$ cat config.mk
export PLATFORM = sky130hd
export DESIGN_NAME = ger_guid_eeprom_retry_regs
export DESIGN_NICKNAME = d
export VERILOG_FILES = /design/src/ger_pkg.sv /design/src/ger_fetch_if.sv /design/src/ger_rom_reader.sv /design/src/ger_retry_unit.sv /design/src/guid_eeprom_retry_regs.sv
export SDC_FILE = /design/constraint.sdc
export NUM_CORES = 1
export LEC_CHECK = 0
export BUFFER_PORTS_ARGS = -buffer_cell sky130_fd_sc_hd__buf_2
export CORE_MARGIN = 1
export CORE_UTILIZATION = 37
export CTS_BUF_LIST = sky130_fd_sc_hd__clkbuf_2 sky130_fd_sc_hd__clkbuf_4 sky130_fd_sc_hd__clkbuf_8
export DETAILED_ROUTE_END_ITERATION = 16
export GPL_TIMING_DRIVEN = 1
export HOLD_SLACK_MARGIN = 0.02
export SYNTH_ARGS = -nofsm -noshare
export SYNTH_HDL_FRONTEND = slang
export SYNTH_SLANG_ARGS = --single-unit
$ cat constraint.sdc
create_clock -name clk -period 2.09 [get_ports clk]
set_input_delay 0.209 -clock clk [delete_from_list [all_inputs] [get_ports clk]]
set_output_delay 0.209 -clock clk [all_outputs]
set_load 0.05 [all_outputs]
$ cat src/ger_pkg.sv
// Package of offsets, fields and constants for the identifier ROM, retry and compare-swap registers
// Operation
// Writing one to bit 31 zeroes the ROM address; hardware then clears the bit.
// Address clear leaves the fetched byte field unchanged until a read runs.
// Writing one to bit 25 starts fetching the byte at the current address.
// Hardware clears bit 25 when the fetch completes, so software can poll it.
// Fetched byte appears in bits 23 to 16, updated by hardware.
// Option ROM offset in bits 7 to 0 reads zero by default.
// Bit 5 of ROM byte 6h set makes the option ROM offset read 20h.
// Software uses the ROM access register only when the present flag reads one.
// Reserved bits 30-26, 24 and 15-8 of the ROM access register read zero.
// Dual-phase seconds and cycle limit fields, bits 31 to 16, read zero.
// Bits 11 to 8 limit physical response unit retries.
// Bits 7 to 4 limit async transmit response unit retries.
// Bits 3 to 0 limit async transmit request unit retries.
// Read-only compare-swap value register holds the word stored on a successful compare.
// Present flag at version bit 24 set on detection at reset; info block loads.
// Completion flag bit 31 set when an operation ends, cleared by any control write.
// Two-bit resource select picks one of four bus-management resources.
// Each unit counts attempts, stops at the limit, reports the last acknowledge.
package ger_pkg;
  ////////////////////////////////////////////////////////////////////////////////
  // Byte offsets of the register words
  localparam logic [7:0] GER_OFS_VERSION = 8'h00;
  localparam logic [7:0] GER_OFS_ID_ROM = 8'h04;
  localparam logic [7:0] GER_OFS_RETRY = 8'h08;
  localparam logic [7:0] GER_OFS_CS_VALUE = 8'h0c;
  localparam logic [7:0] GER_OFS_CS_CTRL = 8'h14;
  ////////////////////////////////////////////////////////////////////////////////
  // Field positions and fixed values
  localparam int GER_BIT_ADDR_CLEAR = 31;
  localparam int GER_BIT_LAUNCH = 25;
  localparam int GER_BIT_CS_DONE = 31;
  localparam int GER_OPT_FLAG_BIT = 5;
  localparam logic [7:0] GER_OPT_BYTE_ADDR = 8'h06;
  localparam logic [7:0] GER_OPT_ROM_OFFSET = 8'h20;
  localparam logic [7:0] GER_VER_MAJOR = 8'h01;
  localparam logic [7:0] GER_VER_MINOR = 8'h10;
  localparam logic [31:0] GER_ID_RSVD_MASK = 32'h7d00ff00;
  localparam logic [31:0] GER_RETRY_RSVD_MASK = 32'hfffff000;
  localparam logic [31:0] GER_CS_CTRL_RSVD_MASK = 32'h7ffffffc;
  ////////////////////////////////////////////////////////////////////////////////
  // Reset values, counts and bus answers
  localparam logic [11:0] GER_RETRY_RESET = 12'h000;
  localparam logic GER_CS_DONE_RESET = 1'b1;
  localparam logic [1:0] GER_BOOT_SETTLE = 2'h3;
  localparam logic [1:0] GER_RESP_OKAY = 2'h0;
  localparam logic [1:0] GER_RESP_SLVERR = 2'h2;
  // Bus-management resource chosen for compare-swap
  typedef enum logic [1:0] {
    GER_RES_BUS_MANAGER_ID,
    GER_RES_BANDWIDTH_AVAILABLE,
    GER_RES_CHANNELS_AVAILABLE_HI,
    GER_RES_CHANNELS_AVAILABLE_LO
  } ger_resource_t;
endpackage : ger_pkg

$ cat src/ger_fetch_if.sv
// Interface between the register bank and the ROM byte fetch engine
`timescale 1ns/10ps
`default_nettype none
interface ger_fetch_if;
  logic start;
  logic [7:0] addr;
  logic done;
  logic [7:0] data;
  logic busy;
  modport client (output start, output addr, input done, input data, input busy);
  modport engine (input start, input addr, output done, output data, output busy);
endinterface : ger_fetch_if
`default_nettype wire

$ cat src/ger_rom_reader.sv
// Byte fetch engine toward the external serial EEPROM controller
`timescale 1ns/10ps
`default_nettype none
module ger_rom_reader (
  input wire logic clk,
  input wire logic reset_n,
  ger_fetch_if.engine fetch,
  output logic ee_req,
  output logic [7:0] ee_addr,
  input wire logic ee_ack,
  input wire logic [7:0] ee_data
);
  import ger_pkg::*;
  typedef struct packed {
    logic req;
    logic done;
    logic [7:0] addr;
    logic [7:0] data;
  } ger_rd_st_t;
  ger_rd_st_t st_reg, st_next;
  ////////////////////////////////////////////////////////////////////////////////
  // Request held until the controller acknowledges; done is a single pulse
  always_comb begin
    st_next = st_reg;
    st_next.done = 1'b0;
    if (st_reg.req && ee_ack) begin
      st_next.req = 1'b0;
      st_next.done = 1'b1;
      st_next.data = ee_data;
    end else if (!st_reg.req && fetch.start) begin
      st_next.req = 1'b1;
      st_next.addr = fetch.addr;
    end
  end
  // State register
  always_ff @(posedge clk or negedge reset_n) begin
    if (!reset_n) begin
      st_reg <= '0;
    end else begin
      st_reg <= st_next;
    end
  end
  assign ee_req = st_reg.req;
  assign ee_addr = st_reg.addr;
  assign fetch.done = st_reg.done;
  assign fetch.data = st_reg.data;
  assign fetch.busy = st_reg.req;
endmodule : ger_rom_reader
`default_nettype wire

$ cat src/ger_retry_unit.sv
// Per-unit retry counter for busy or data-error acknowledges
`timescale 1ns/10ps
`default_nettype none
module ger_retry_unit #(
  parameter int LIMIT_W = 4,
  parameter int ACK_W = 4
) (
  input wire logic clk,
  input wire logic reset_n,
  input wire logic [LIMIT_W-1:0] limit,
  input wire logic tx_done,
  input wire logic ack_retryable,
  input wire logic [ACK_W-1:0] ack_code,
  output logic retry_req,
  output logic final_valid,
  output logic [ACK_W-1:0] final_ack
);
  import ger_pkg::*;
  typedef struct packed {
    logic [LIMIT_W-1:0] cnt;
    logic retry;
    logic fin;
    logic [ACK_W-1:0] ack;
  } ger_ru_st_t;
  ger_ru_st_t st_reg, st_next;
  ////////////////////////////////////////////////////////////////////////////////
  // Retry while below the limit, else close the packet with its last acknowledge
  always_comb begin
    st_next = st_reg;
    st_next.retry = 1'b0;
    st_next.fin = 1'b0;
    if (tx_done) begin
      if (ack_retryable && (st_reg.cnt < limit)) begin
        st_next.retry = 1'b1;
        st_next.cnt = st_reg.cnt + 1'b1;
      end else begin
        st_next.fin = 1'b1;
        st_next.ack = ack_code;
        st_next.cnt = '0;
      end
    end
  end
  // State register
  always_ff @(posedge clk or negedge reset_n) begin
    if (!reset_n) begin
      st_reg <= '0;
    end else begin
      st_reg <= st_next;
    end
  end
  assign retry_req = st_reg.retry;
  assign final_valid = st_reg.fin;
  assign final_ack = st_reg.ack;
endmodule : ger_retry_unit
`default_nettype wire

$ cat src/guid_eeprom_retry_regs.sv
// Register bank for identifier ROM access, transmit retry limits and compare-swap data
//
// The AXI4-Lite register port was decided locally.
`timescale 1ns/10ps
`default_nettype none
module ger_guid_eeprom_retry_regs #(
  parameter int UNITS = 3,
  parameter int ACK_W = 4
) (
  input wire logic clk,
  input wire logic reset_n,
  input wire logic [7:0] s_axi_awaddr,
  input wire logic s_axi_awvalid,
  output logic s_axi_awready,
  input wire logic [31:0] s_axi_wdata,
  input wire logic [3:0] s_axi_wstrb,
  input wire logic s_axi_wvalid,
  output logic s_axi_wready,
  output logic [1:0] s_axi_bresp,
  output logic s_axi_bvalid,
  input wire logic s_axi_bready,
  input wire logic [7:0] s_axi_araddr,
  input wire logic s_axi_arvalid,
  output logic s_axi_arready,
  output logic [31:0] s_axi_rdata,
  output logic [1:0] s_axi_rresp,
  output logic s_axi_rvalid,
  input wire logic s_axi_rready,
  input wire logic eeprom_detect,
  output logic bus_info_load,
  output logic ee_req,
  output logic [7:0] ee_addr,
  input wire logic ee_ack,
  input wire logic [7:0] ee_data,
  input wire logic [UNITS-1:0] unit_tx_done,
  input wire logic [UNITS-1:0] unit_ack_retryable,
  input wire logic [UNITS*ACK_W-1:0] unit_ack_code,
  output logic [UNITS-1:0] unit_retry_req,
  output logic [UNITS-1:0] unit_final_valid,
  output logic [UNITS*ACK_W-1:0] unit_final_ack,
  input wire logic cs_op_done,
  input wire logic cs_value_load,
  input wire logic [31:0] cs_new_value,
  output logic cs_ctrl_write,
  output var ger_pkg::ger_resource_t bus_resource_select
);
  import ger_pkg::*;
  typedef struct packed {
    logic det_s1;
    logic det_s2;
    logic [1:0] settle;
    logic boot_done;
    logic present;
    logic info_load;
    logic boot_fetch;
    logic f_boot;
    logic start;
    logic [7:0] f_addr;
    logic clear_bit;
    logic launch_bit;
    logic [7:0] rom_addr;
    logic [7:0] fetched;
    logic opt_valid;
    logic [11:0] limits;
    logic cs_done;
    logic [1:0] cs_sel;
    logic cs_wr;
    logic [31:0] cs_value;
    logic aw_hold;
    logic [7:0] aw_addr;
    logic w_hold;
    logic [31:0] w_data;
    logic [3:0] w_strb;
    logic bvalid;
    logic [1:0] bresp;
    logic rvalid;
    logic [31:0] rdata;
    logic [1:0] rresp;
  } ger_top_st_t;
  ger_top_st_t st_reg;
  ger_top_st_t st_next;
  ger_fetch_if fif ();
  logic wr_go;
  logic [31:0] rd_word;
  logic [1:0] rd_resp;
  logic [7:0] opt_offset;
  ////////////////////////////////////////////////////////////////////////////////
  // Byte fetch engine and retry units
  ger_rom_reader u_reader (
    .clk(clk),
    .reset_n(reset_n),
    .fetch(fif),
    .ee_req(ee_req),
    .ee_addr(ee_addr),
    .ee_ack(ee_ack),
    .ee_data(ee_data)
  );
  // Unit 0 request DMA, unit 1 transmit response, unit 2 physical response
  for (genvar i = 0; i < UNITS; i++) begin : g_unit
    ger_retry_unit #(.LIMIT_W(4), .ACK_W(ACK_W)) u_retry (
      .clk(clk),
      .reset_n(reset_n),
      .limit(st_reg.limits[4*i +: 4]),
      .tx_done(unit_tx_done[i]),
      .ack_retryable(unit_ack_retryable[i]),
      .ack_code(unit_ack_code[ACK_W*i +: ACK_W]),
      .retry_req(unit_retry_req[i]),
      .final_valid(unit_final_valid[i]),
      .final_ack(unit_final_ack[ACK_W*i +: ACK_W])
    );
  end
  ////////////////////////////////////////////////////////////////////////////////
  // Read decode; the option offset only reports once byte 6h flagged data
  assign opt_offset = st_reg.opt_valid ? GER_OPT_ROM_OFFSET : 8'h00;
  always_comb begin
    rd_word = 32'h00000000;
    rd_resp = GER_RESP_OKAY;
    case (s_axi_araddr)
      GER_OFS_VERSION: begin
        rd_word = {7'h00, st_reg.present, GER_VER_MAJOR, 8'h00, GER_VER_MINOR};
      end
      GER_OFS_ID_ROM: begin
        // Reserved gaps are literal zeros in the concatenation
        rd_word = {st_reg.clear_bit, 5'h00, st_reg.launch_bit, 1'b0,
                   st_reg.fetched, 8'h00, opt_offset};
      end
      GER_OFS_RETRY: begin
        rd_word = {16'h0000, 4'h0, st_reg.limits};
      end
      GER_OFS_CS_VALUE: begin
        rd_word = st_reg.cs_value;
      end
      GER_OFS_CS_CTRL: begin
        rd_word = {st_reg.cs_done, 29'h00000000, st_reg.cs_sel};
      end
      default: begin
        rd_resp = GER_RESP_SLVERR;
      end
    endcase
  end
  // A write commits once both address and data are held and no answer waits
  assign wr_go = st_reg.aw_hold && st_reg.w_hold && !st_reg.bvalid;
  ////////////////////////////////////////////////////////////////////////////////
  // Next-state logic; hardware clears come before software sets so a set wins
  always_comb begin
    st_next = st_reg;
    st_next.start = 1'b0;
    st_next.info_load = 1'b0;
    st_next.cs_wr = 1'b0;
    // Detect pin passes two flops before use
    st_next.det_s1 = eeprom_detect;
    st_next.det_s2 = st_reg.det_s1;
    // Presence caught once after reset release, when the synchroniser has filled
    if (!st_reg.boot_done) begin
      if (st_reg.settle != GER_BOOT_SETTLE) begin
        st_next.settle = st_reg.settle + 2'h1;
      end else begin
        st_next.boot_done = 1'b1;
        st_next.present = st_reg.det_s2;
        st_next.info_load = st_reg.det_s2;
        st_next.boot_fetch = st_reg.det_s2;
      end
    end
    // Fetch completion; a boot fetch only reads the option flag byte
    if (fif.done) begin
      if (st_reg.f_addr == GER_OPT_BYTE_ADDR) begin
        st_next.opt_valid = fif.data[GER_OPT_FLAG_BIT];
      end
      if (!st_reg.f_boot) begin
        st_next.fetched = fif.data;
        st_next.launch_bit = 1'b0;
        st_next.rom_addr = st_reg.rom_addr + 8'h01;
      end
    end else if (!fif.busy && !st_reg.start) begin
      if (st_reg.boot_fetch) begin
        st_next.start = 1'b1;
        st_next.f_addr = GER_OPT_BYTE_ADDR;
        st_next.f_boot = 1'b1;
        st_next.boot_fetch = 1'b0;
      end else if (st_reg.clear_bit) begin
        // Clear waits for an idle engine and leaves the fetched byte alone
        st_next.rom_addr = 8'h00;
        st_next.clear_bit = 1'b0;
      end else if (st_reg.launch_bit && st_reg.boot_done) begin
        st_next.start = 1'b1;
        st_next.f_addr = st_reg.rom_addr;
        st_next.f_boot = 1'b0;
      end
    end
    // Write address and data taken in either order
    if (s_axi_awvalid && !st_reg.aw_hold) begin
      st_next.aw_hold = 1'b1;
      st_next.aw_addr = s_axi_awaddr;
    end
    if (s_axi_wvalid && !st_reg.w_hold) begin
      st_next.w_hold = 1'b1;
      st_next.w_data = s_axi_wdata;
      st_next.w_strb = s_axi_wstrb;
    end
    if (st_reg.bvalid && s_axi_bready) begin
      st_next.bvalid = 1'b0;
    end
    if (wr_go) begin
      st_next.aw_hold = 1'b0;
      st_next.w_hold = 1'b0;
      st_next.bvalid = 1'b1;
      st_next.bresp = GER_RESP_OKAY;
      case (st_reg.aw_addr)
        GER_OFS_VERSION, GER_OFS_CS_VALUE: begin
          // Read-only words accept the write and ignore it
        end
        GER_OFS_ID_ROM: begin
          if (st_reg.w_strb[3] && st_reg.w_data[GER_BIT_ADDR_CLEAR]) begin
            st_next.clear_bit = 1'b1;
          end
          if (st_reg.w_strb[3] && st_reg.w_data[GER_BIT_LAUNCH]) begin
            st_next.launch_bit = 1'b1;
          end
        end
        GER_OFS_RETRY: begin
          if (st_reg.w_strb[0]) begin
            st_next.limits[7:0] = st_reg.w_data[7:0];
          end
          if (st_reg.w_strb[1]) begin
            st_next.limits[11:8] = st_reg.w_data[11:8];
          end
        end
        GER_OFS_CS_CTRL: begin
          // Any write clears the flag, whatever its strobes
          st_next.cs_done = 1'b0;
          st_next.cs_wr = 1'b1;
          if (st_reg.w_strb[0]) begin
            st_next.cs_sel = st_reg.w_data[1:0];
          end
        end
        default: begin
          st_next.bresp = GER_RESP_SLVERR;
        end
      endcase
    end
    // Completion after the write so an ending operation is never lost
    if (cs_op_done) begin
      st_next.cs_done = 1'b1;
    end
    if (cs_value_load) begin
      st_next.cs_value = cs_new_value;
    end
    // Read channel: one outstanding read, data captured at acceptance
    if (st_reg.rvalid && s_axi_rready) begin
      st_next.rvalid = 1'b0;
    end
    if (s_axi_arvalid && !st_reg.rvalid) begin
      st_next.rvalid = 1'b1;
      st_next.rdata = rd_word;
      st_next.rresp = rd_resp;
    end
  end
  ////////////////////////////////////////////////////////////////////////////////
  // State register; flags with a documented set reset value follow
  always_ff @(posedge clk or negedge reset_n) begin
    if (!reset_n) begin
      st_reg <= '0;
      st_reg.limits <= GER_RETRY_RESET;
      st_reg.cs_done <= GER_CS_DONE_RESET;
    end else begin
      st_reg <= st_next;
    end
  end
  ////////////////////////////////////////////////////////////////////////////////
  // Outputs
  assign s_axi_awready = !st_reg.aw_hold;
  assign s_axi_wready = !st_reg.w_hold;
  assign s_axi_arready = !st_reg.rvalid;
  assign s_axi_bvalid = st_reg.bvalid;
  assign s_axi_bresp = st_reg.bresp;
  assign s_axi_rvalid = st_reg.rvalid;
  assign s_axi_rdata = st_reg.rdata;
  assign s_axi_rresp = st_reg.rresp;
  assign bus_info_load = st_reg.info_load;
  assign cs_ctrl_write = st_reg.cs_wr;
  assign bus_resource_select = ger_resource_t'(st_reg.cs_sel);
  assign fif.start = st_reg.start;
  assign fif.addr = st_reg.f_addr;
endmodule : ger_guid_eeprom_retry_regs
`default_nettype wire

* Word-level counts from Yosys, hierarchy flattened
Index checks and enable logic that the tools add are counted.
** Storage, ports and cells
- Register bits after elaboration :: 217
- Bits in latches :: 0
- Bits in writable memories :: 0
- Memory bits (read-only) :: 0
- Output and inout bits :: 72
- Memories kept :: 0
** Cells by class
- $add $sub $neg :: 5
- Multipliers :: 0
- Divide/modulo/power cells :: 0
- Order comparisons :: 3
- Equal/unequal tests :: 13
- Shift operators :: 0
- Muxes and demuxes :: 50
- Bitwise logic cells :: 8
- Reduce and logical (&&, ||, !) cells :: 50
** Operators with widths (count)
- $pmux W32 S5 :: 1
- $mux W37 :: 1
- $mux W35 :: 1
- $eq A8 B4 Y1 const B :: 4
- $mux W8 :: 4
- $mux W10 :: 3
- $mux W4 :: 7
- $eq A8 B3 Y1 const B :: 3
- $mux W12 :: 2
- $mux W6 :: 4
- $reduce_bool A2 Y1 :: 10
- $reduce_and A2 Y1 :: 9
- $mux W17 :: 1
- $eq A8 B5 Y1 const B :: 2
- $logic_and A1 B1 Y1 :: 16
- $logic_not A8 Y1 :: 2
- $mux W1 :: 16
- $mux W5 :: 3
- $add A4 B1 Y4 const B :: 3
- $lt A4 B4 Y1 :: 3
- $mux W2 :: 5
- $reduce_or A5 Y1 :: 2
- $mux W9 :: 1
- $reduce_and A3 Y1 :: 3
- 8 further kinds :: 23

* Logic depth before layout (Yosys ltp)
Gate-level depths: netlist of run 1.
- Depth after elaboration :: 9
- Gate-level depth with buffers :: 6
- Depth with buffers taken out :: 5

* By module
From an unflattened synthesis of run 1, not the netlist that was laid out.
** Unflattened totals
- Cell total of the unflattened synthesis :: 709
- Area, all modules :: 8797.2 um2
** Modules (own cells, without submodules)
- ger_guid_eeprom_retry_regs :: times used 1, cells each 530, area an instance 6401.1 um2
- ger_retry_unit :: times used 3, cells each 46, area an instance 563.0 um2
- ger_rom_reader :: times used 1, cells each 41, area an instance 706.9 um2

* Worst setup path before layout of run 1
Ideal clock, no wire load.
- Kind :: flip-flop to flip-flop
- Start point :: register st_reg (netlist bit s_axi_rvalid)
- End point :: register st_reg (netlist bit s_axi_rvalid)
- Library setup time :: 145 ps
- Arrival :: 1843 ps
- Required time :: 1945 ps
- Setup slack :: 102 ps
- Stages on the path, launching flop included :: 6
- Clock period less this slack :: 1988 ps
- Cells stage by stage :: dfrtp_1 inv_1 nand2_1 clkbuf_1 clkbuf_1 o21ai_0
** Between the ends
- Cells in the longest elaborated chain, start to end :: 3
- Elaborated cells on any way between the ends :: 5
** RTL lines
- from (decl) :: RTL line guid_eeprom_retry_regs.sv:80 : ger_top_st_t st_reg;
- from (signal assigned) :: RTL line guid_eeprom_retry_regs.sv:266 : st_reg <= st_next;
- $logic_not A1 Y1 *
- via s_axi_arready :: RTL line guid_eeprom_retry_regs.sv:24 : output logic s_axi_arready,
- $logic_and A1 B1 Y1 * :: RTL line guid_eeprom_retry_regs.sv:252 : if (s_axi_arvalid && !st_reg.rvalid) begin
- $mux W35 / $reduce_bool A2 Y1 (equally long branches)
Mark *: on every way through the listed nets, which the timed path passes. The rest lies on a longest branch.
A chain may end at the register's enable or synchronous reset.

* Worst setup path in the final report of run 1
- Start point :: register st_reg[75] in the netlist's numbering
- End point :: register st_reg[124] in the netlist's numbering
** Between the ends
- Cells in the longest elaborated chain, start to end :: 2
** RTL lines
- $eq A8 B4 Y1 :: RTL line guid_eeprom_retry_regs.sv:208 : case (st_reg.aw_addr)
- $reduce_and A3 Y1 (no source line)
Every way passes these cells.

==> flow_metrics.py, run 1 <==
metrics = {
    "sta": {
        "slew_viol_final": 0,
        "setup_tns_ps": 0,
        "setup_slack_ps": 155,
        "rsz0062_at_grt": "no",
        "setup_viol": 0,
        "whs_ps": 70.3,
        "period_minus_slack_ps": 1940,
        "worst_pin_slew_ps": 687,
        "hold_violations": 0,
        "slew-limit-headroom_pct": 53.8,
        "fmax_mhz": 517,
        "finClkSkew_ps": 14.1,
        "finalCritPeriodShare_pct": 92.6,
    },
    "placed_design": {
        "gp_congestion": 0.759,
        "dp_hpwl_um": 14300,
        "numPortBuffers": 171,
        "place_area_um2": 9760,
        "place_ws_ps": 107,
    },
    "synth": {
        "ys_types": 56,
        "ys.warnings.count": 0,
        "synth-edff-count": 0,
        "synthArstFlopShare_pct": 100,
        "synth-seq-cells": 196,
        "avgSynthCellArea_um2": 11.6,
        "synth.cell_area_um2": 8790,
        "yosys.area.top_type_share_pct": 55.5,
        "synth_area_leader_cell": "dfrtp_1",
        "synth_seq_area_share_pct": 55.8,
        "ys.flop_type": "dfrtp_1",
        "synthTopCellsByArea": "dfrtp_1 (56%), mux2_2 (11%), buf_4 (4.8%)",
        "syn_inst": 757,
    },
    "power": {
        "leakage_nw": 5.18,
        "p_int_mw": 6.70,
        "p_per_area_nw_per_um2": 940,
        "p_seq_share_pct": 49.9,
        "irDropWorstVdd_v": 0.000757,
        "p_sw_share_pct": 34.6,
        "p_comb_share_pct": 25.7,
        "pwr-share-clk_pct": 24.3,
        "switchingPower_mw": 3.54,
        "power.total_mw": 10.2,
    },
    "run": {
        "maxCapViolCount": 0,
    },
    "clocking": {
        "cts_inserted_buffers": 17,
        "clk_path_buf_depth": 2,
        "cts_htree_levels": 4,
        "clock_latency_ps": 460,
        "cts_tree": "yes",
        "path_clk_slew_ps": 100,
        "cts_sinks": 196,
        "clock-root-buffer": "clkbuf_8",
    },
    "final_layout": {
        "n_fill_cell": 2218,
        "drive_gt1_share_pct": 34.1,
        "area_growth_pct": 24.0,
        "largest_register_ffs": 98,
        "layout.nets": 1098,
        "final_cell_area_um2": 10900,
    },
    "worst_hold_path": {
        "holdCritPathClass": "input port to flip-flop",
    },
    "critical_path": {
        "crit_fanout": 8,
        "crit_type": "flip-flop to flip-flop",
        "required_ps": 2440,
        "end_kind": "flip-flop",
        "start_kind": "flip-flop",
        "cp.arrival_ps": 2280,
    },
    "detailed_routing": {
        "drc": 0,
        "wl_per_cell_um": 15.5,
        "vias": 6215,
        "viasPerCell": 4.80,
        "wl_um": 20100,
        "drt-pass1-iter-count": 4,
        "drt_iter0_drc": 283,
        "drt.antenna.violating_nets": 0,
    },
    "grt": {
        "grt_util_all_layers_pct": 17.4,
        "grt_max_degree": 63,
        "grt_pass1_vias": 6386,
        "grt-ovfl-total": 0,
        "grt_pass1_wl_um": 33000,
        "antenna_found_initial": 1,
    },
    "die": {
        "io_pins": 193,
        "die_y_um": 156,
        "die_w_um": 156,
        "num_rows": 56,
        "start_util_pct": 37.6,
        "fp.coreArea_um2": 23400,
        "dieArea_um2": 24400,
    },
    "run_status": {
        "outcome": "finished clean",
    },
}
## cells by family after synthesis
logic type                 count (synthesis)  synth area share, %
xor gates and xnor gates                   8                0.797
adders and majority gates                 14                 1.99
other                                      1               0.0427
AOI/OAI and AO/OA                        136                 10.6
buffers and inverters                    116                 7.60
muxes                                     95                 12.1
DFF                                      196                 55.8
and+or+nand+nor                          191                 11.1
## power by group through the flow
stage,clock (mW),sequential [mW],combinational [mW]
finish,2.49,5.11,2.64
global route,2.74,5.24,2.89
CTS,2.59,5.12,2.66
detailed placement,0,5.20,2.54
global placement,0,5.17,2.49
floorplan,0,5.14,1.91
## what timing repair did
item,in CTS,in global routing
hold buffers,72,0
buffers inserted,0,1
hold endpoints to repair,127,0
resized for setup,0,1
setup endpoints to repair,0,5
## area by class of cell
cell class | instances | area [µm²] | share of cell area (%)
Timing Repair Buffer | 269 | 1830 | 16.8
Inverter | 33 | 124 | 1.14
Multi-Input combinational cell | 446 | 3230 | 29.6
Sequential cell | 196 | 4910 | 45.0
Clock buffer | 19 | 262 | 2.40
Tap cell | 319 | 399 | 3.66
Clock inverter | 13 | 145 | 1.33
Antenna cell | 1 | 2.50 | 0.0230
## metrics by stage
stage          utilization, %  std cells
5_1_grt                  46.6       1295
4_1_cts                  46.5       1294
3_3_place_gp             41.7       1190
3_5_place_dp             41.7       1190
2_1_floorplan               -        758
6_report                 46.6       1296
## synthesized netlist by cell type, types with 11 or more instances
cell,number
dfrtp_1,195
o211ai_1,12
a21oi_1,12
o21ai_0,34
buf_4,56
a22oi_1,17
mux2_2,89
ha_1,14
inv_1,33
clkbuf_1,21
or3_1,12
nand3_1,11
nand2_1,106
## critical path, cell delays in order (launching register included)
cell and delay [ps]:
dfrtp_1 390, or4_1 610, nor3_1 160, nand2_1 290
mux2_2 370
## metal layers
layer,global-route usage (%),part of all wire [%],routed length (µm),up-vias
li1,-,-,-,3033
met1,23.3,46,9210,3034
met2,28.4,47,9510,133
met3,3.89,5.7,1150,15
met4,4.90,1.0,208,0
met5,0,0,0,-
## final timing paths
path / startpoint / endpoint / slack [ps] / depth (start not counted)
max: st_reg[75]$_DFFE_PN0P_ / st_reg[124]$_DFFE_PN0P_ / 150 / 4
min: unit_tx_done[1] / g_unit[1].u_retry.st_reg[9]$_DFFE_PN0P_ / 70 / 2
max reg2reg: st_reg[75]$_DFFE_PN0P_ / st_reg[124]$_DFFE_PN0P_ / 150 / 4
min reg2reg: st_next[167]$_DFF_PN0_ / st_reg[167]$_DFF_PN0_ / 370 / 0
max in group asynchronous: reset_n / st_reg[119]$_DFFE_PN1P_ / 1140 / 3
min in group asynchronous: reset_n / st_reg[104]$_DFFE_PN0P_ / 300 / 2
## cells in the final DEF, fill, tap and decap left out, types with 3 or more instances in the layout
| cell | instances |
|---|---|
| dfrtp_1 | 195 |
| buf_2 | 170 |
| nand2_1 | 105 |
| mux2_2 | 89 |
| dlygate4sd3_1 | 72 |
| o21ai_0 | 34 |
| inv_1 | 33 |
| buf_4 | 22 |
| clkbuf_8 | 20 |
| a22oi_1 | 17 |
| ha_1 | 14 |
| o211ai_1 | 12 |
| or3_1 | 12 |
| a21oi_1 | 11 |
| nand3_1 | 11 |
| nor3_1 | 9 |
| o21ai_1 | 9 |
| a2bb2oi_1 | 9 |
| nand4_1 | 8 |
| a22o_1 | 8 |
| o2bb2ai_1 | 8 |
| nand2b_1 | 7 |
| xor2_1 | 7 |
| nor2_1 | 6 |
| mux2i_1 | 6 |
| nor2b_1 | 5 |
| o31ai_1 | 5 |
| a211oi_1 | 4 |
| and2_1 | 4 |
| nand3b_1 | 4 |
| clkinv_4 | 4 |
| buf_12 | 4 |
| a31oi_1 | 3 |
| o211a_1 | 3 |
| nor4_4 | 3 |
| inv_8 | 3 |
(Power assumes the default switching activity.)
==> inputs of run 2 (changes only) <==
--- a/config.mk
+++ b/config.mk
@@ -11,7 +11,7 @@
 export CTS_BUF_LIST = sky130_fd_sc_hd__clkbuf_2 sky130_fd_sc_hd__clkbuf_4 sky130_fd_sc_hd__clkbuf_8
 export DETAILED_ROUTE_END_ITERATION = 16
 export GPL_TIMING_DRIVEN = 1
-export HOLD_SLACK_MARGIN = 0.02
+export HOLD_SLACK_MARGIN = 0.08
 export SYNTH_ARGS = -nofsm -noshare
 export SYNTH_HDL_FRONTEND = slang
 export SYNTH_SLANG_ARGS = --single-unit
==> flow_metrics.py, run 2 (synthesis results as in run 1) <==
metrics = {
    "sta": {
        "setup_tns_ps": 0,
        "finalCritPeriodShare_pct": 92.5,
        "slew-limit-headroom_pct": 54.9,
        "fmax_mhz": 517,
        "worst_pin_slew_ps": 671,
        "setup_slack_ps": 157,
        "whs_ps": 128,
        "setup_viol": 0,
        "rsz0062_at_grt": "no",
        "period_minus_slack_ps": 1930,
        "hold_violations": 0,
        "finClkSkew_ps": 14.2,
        "slew_viol_final": 0,
    },
    "detailed_routing": {
        "highest-signal-layer": "met4",
        "wl_met1_um": 9220,
        "viasPerCell": 4.79,
        "drc": 0,
        "drt.antenna.violating_nets": 0,
        "dr_wl_met3_um": 1150,
        "drt_iter0_drc": 279,
        "drt-pass1-iter-count": 4,
        "vias": 6253,
        "wl_met2_um": 9530,
        "wl_per_cell_um": 15.4,
        "wl_um": 20100,
    },
    "clocking": {
        "path_clk_slew_ps": 100,
        "cts_tree": "yes",
        "clk_path_buf_depth": 2,
        "cts_htree_levels": 4,
        "cts_inserted_buffers": 17,
        "cts_sinks": 196,
        "clock_latency_ps": 460,
        "clock-root-buffer": "clkbuf_8",
    },
    "final_layout": {
        "largest_register_ffs": 98,
        "n_fill_cell": 2205,
        "layout.nets": 1108,
        "final_cell_mix": "dfrtp_1 (195), buf_2 (170), nand2_1 (105), mux2_2 (89), dlygate4sd3_1 (82)",
        "area_growth_pct": 25.1,
        "drive_gt1_share_pct": 33.8,
        "multi_input_area_um2": 3230,
        "seq_area_um2": 4910,
        "final_common_cell": "dfrtp_1",
    },
    "power": {
        "power.total_mw": 10.3,
        "leakage_nw": 5.22,
        "irDropWorstVdd_v": 0.000758,
        "p_per_area_nw_per_um2": 932,
    },
    "critical_path": {
        "crit_type": "flip-flop to flip-flop",
        "end_kind": "flip-flop",
        "crit_chain": "or4_1 -> nor3_1 -> nand2_1 -> mux2_2",
        "required_ps": 2430,
        "cp.arrival_ps": 2280,
        "max_stage_delay_ps": 610,
        "crit_fanout": 8,
        "start_kind": "flip-flop",
        "cp_slowest_cell": "or4_1",
    },
    "run_status": {
        "outcome": "finished clean",
    },
    "grt": {
        "grt_max_degree": 63,
        "grt_pass1_wl_um": 33100,
        "grt-ovfl-total": 0,
        "grt_util_all_layers_pct": 17.5,
        "antenna_found_initial": 1,
        "grt_pass1_vias": 6422,
    },
    "placed_design": {
        "gp_congestion": 0.759,
        "dp_hpwl_um": 14300,
        "numPortBuffers": 171,
        "place_ws_ps": 107,
    },
    "die": {
        "dieArea_um2": 24400,
        "die_w_um": 156,
        "fp.coreArea_um2": 23400,
        "io_pins": 193,
        "start_util_pct": 37.6,
        "num_rows": 56,
        "die_y_um": 156,
    },
    "run": {
        "maxCapViolCount": 0,
    },
    "worst_hold_path": {
        "holdCritPathClass": "input port to flip-flop",
    },
}
## run 2: path summary, 6_finish.rpt
path | cells past startpoint | startpoint | endpoint | slack [ps]
max reg2reg | 4 | st_reg[75]$_DFFE_PN0P_ | st_reg[124]$_DFFE_PN0P_ | 160
min | 4 | unit_ack_code[2] | g_unit[0].u_retry.final_ack[2]$_DFFE_PN0P_ | 130
min in group asynchronous | 2 | reset_n | st_reg[104]$_DFFE_PN0P_ | 300
max | 4 | st_reg[75]$_DFFE_PN0P_ | st_reg[124]$_DFFE_PN0P_ | 160
max in group asynchronous | 3 | reset_n | st_reg[119]$_DFFE_PN1P_ | 1140
min reg2reg | 0 | st_next[167]$_DFF_PN0_ | st_reg[167]$_DFF_PN0_ | 370
## run 2: metrics by stage
step                cell area [µm²]  instances  util (%)
floorplan                      8790        758         -
global placement               9760       1190      41.7
detailed placement             9760       1190      41.7
CTS                           11000       1304      46.9
global route                  11000       1305      47.0
finish                        11000       1306      47.0
## run 2: final cells by class
| cell class | instances | area share (%) |
|---|---|---|
| Antenna cell | 1 | 0.0228 |
| Clock buffer | 19 | 2.38 |
| Clock inverter | 13 | 1.32 |
| Inverter | 33 | 1.13 |
| Multi-Input combinational cell | 446 | 29.4 |
| Sequential cell | 196 | 44.6 |
| Tap cell | 319 | 3.63 |
| Timing Repair Buffer | 279 | 17.6 |
## run 2: metal layers
layer	track usage, %	vias to the layer above
met4	4.90	0
met3	3.94	13
met5	0	-
li1	-	3053
met2	28.6	132
met1	23.3	3055
## run 2: what timing repair did
action                                  4_1_cts  5_1_grt
endpoints found under the setup margin        0        5
resized for setup                             0        1
hold buffers                                 82        0
hold endpoints to repair                    145        0
setup buffers                                 0        1
## run 2: where the power goes
part | total, mW | switching [mW] | internal [mW]
Clock | 2.48 | 1.43 | 1.05
Combinational | 2.65 | 1.54 | 1.11
Sequential | 5.12 | 0.564 | 4.55
Total | 10.3 | 3.54 | 6.71
## run 2: critical path: cells and delay by family (launching register included)
| family | cells | cell delay [ps] |
|---|---|---|
| flops | 1 | 390 |
| mux | 1 | 370 |
| simple gates | 3 | 1050 |
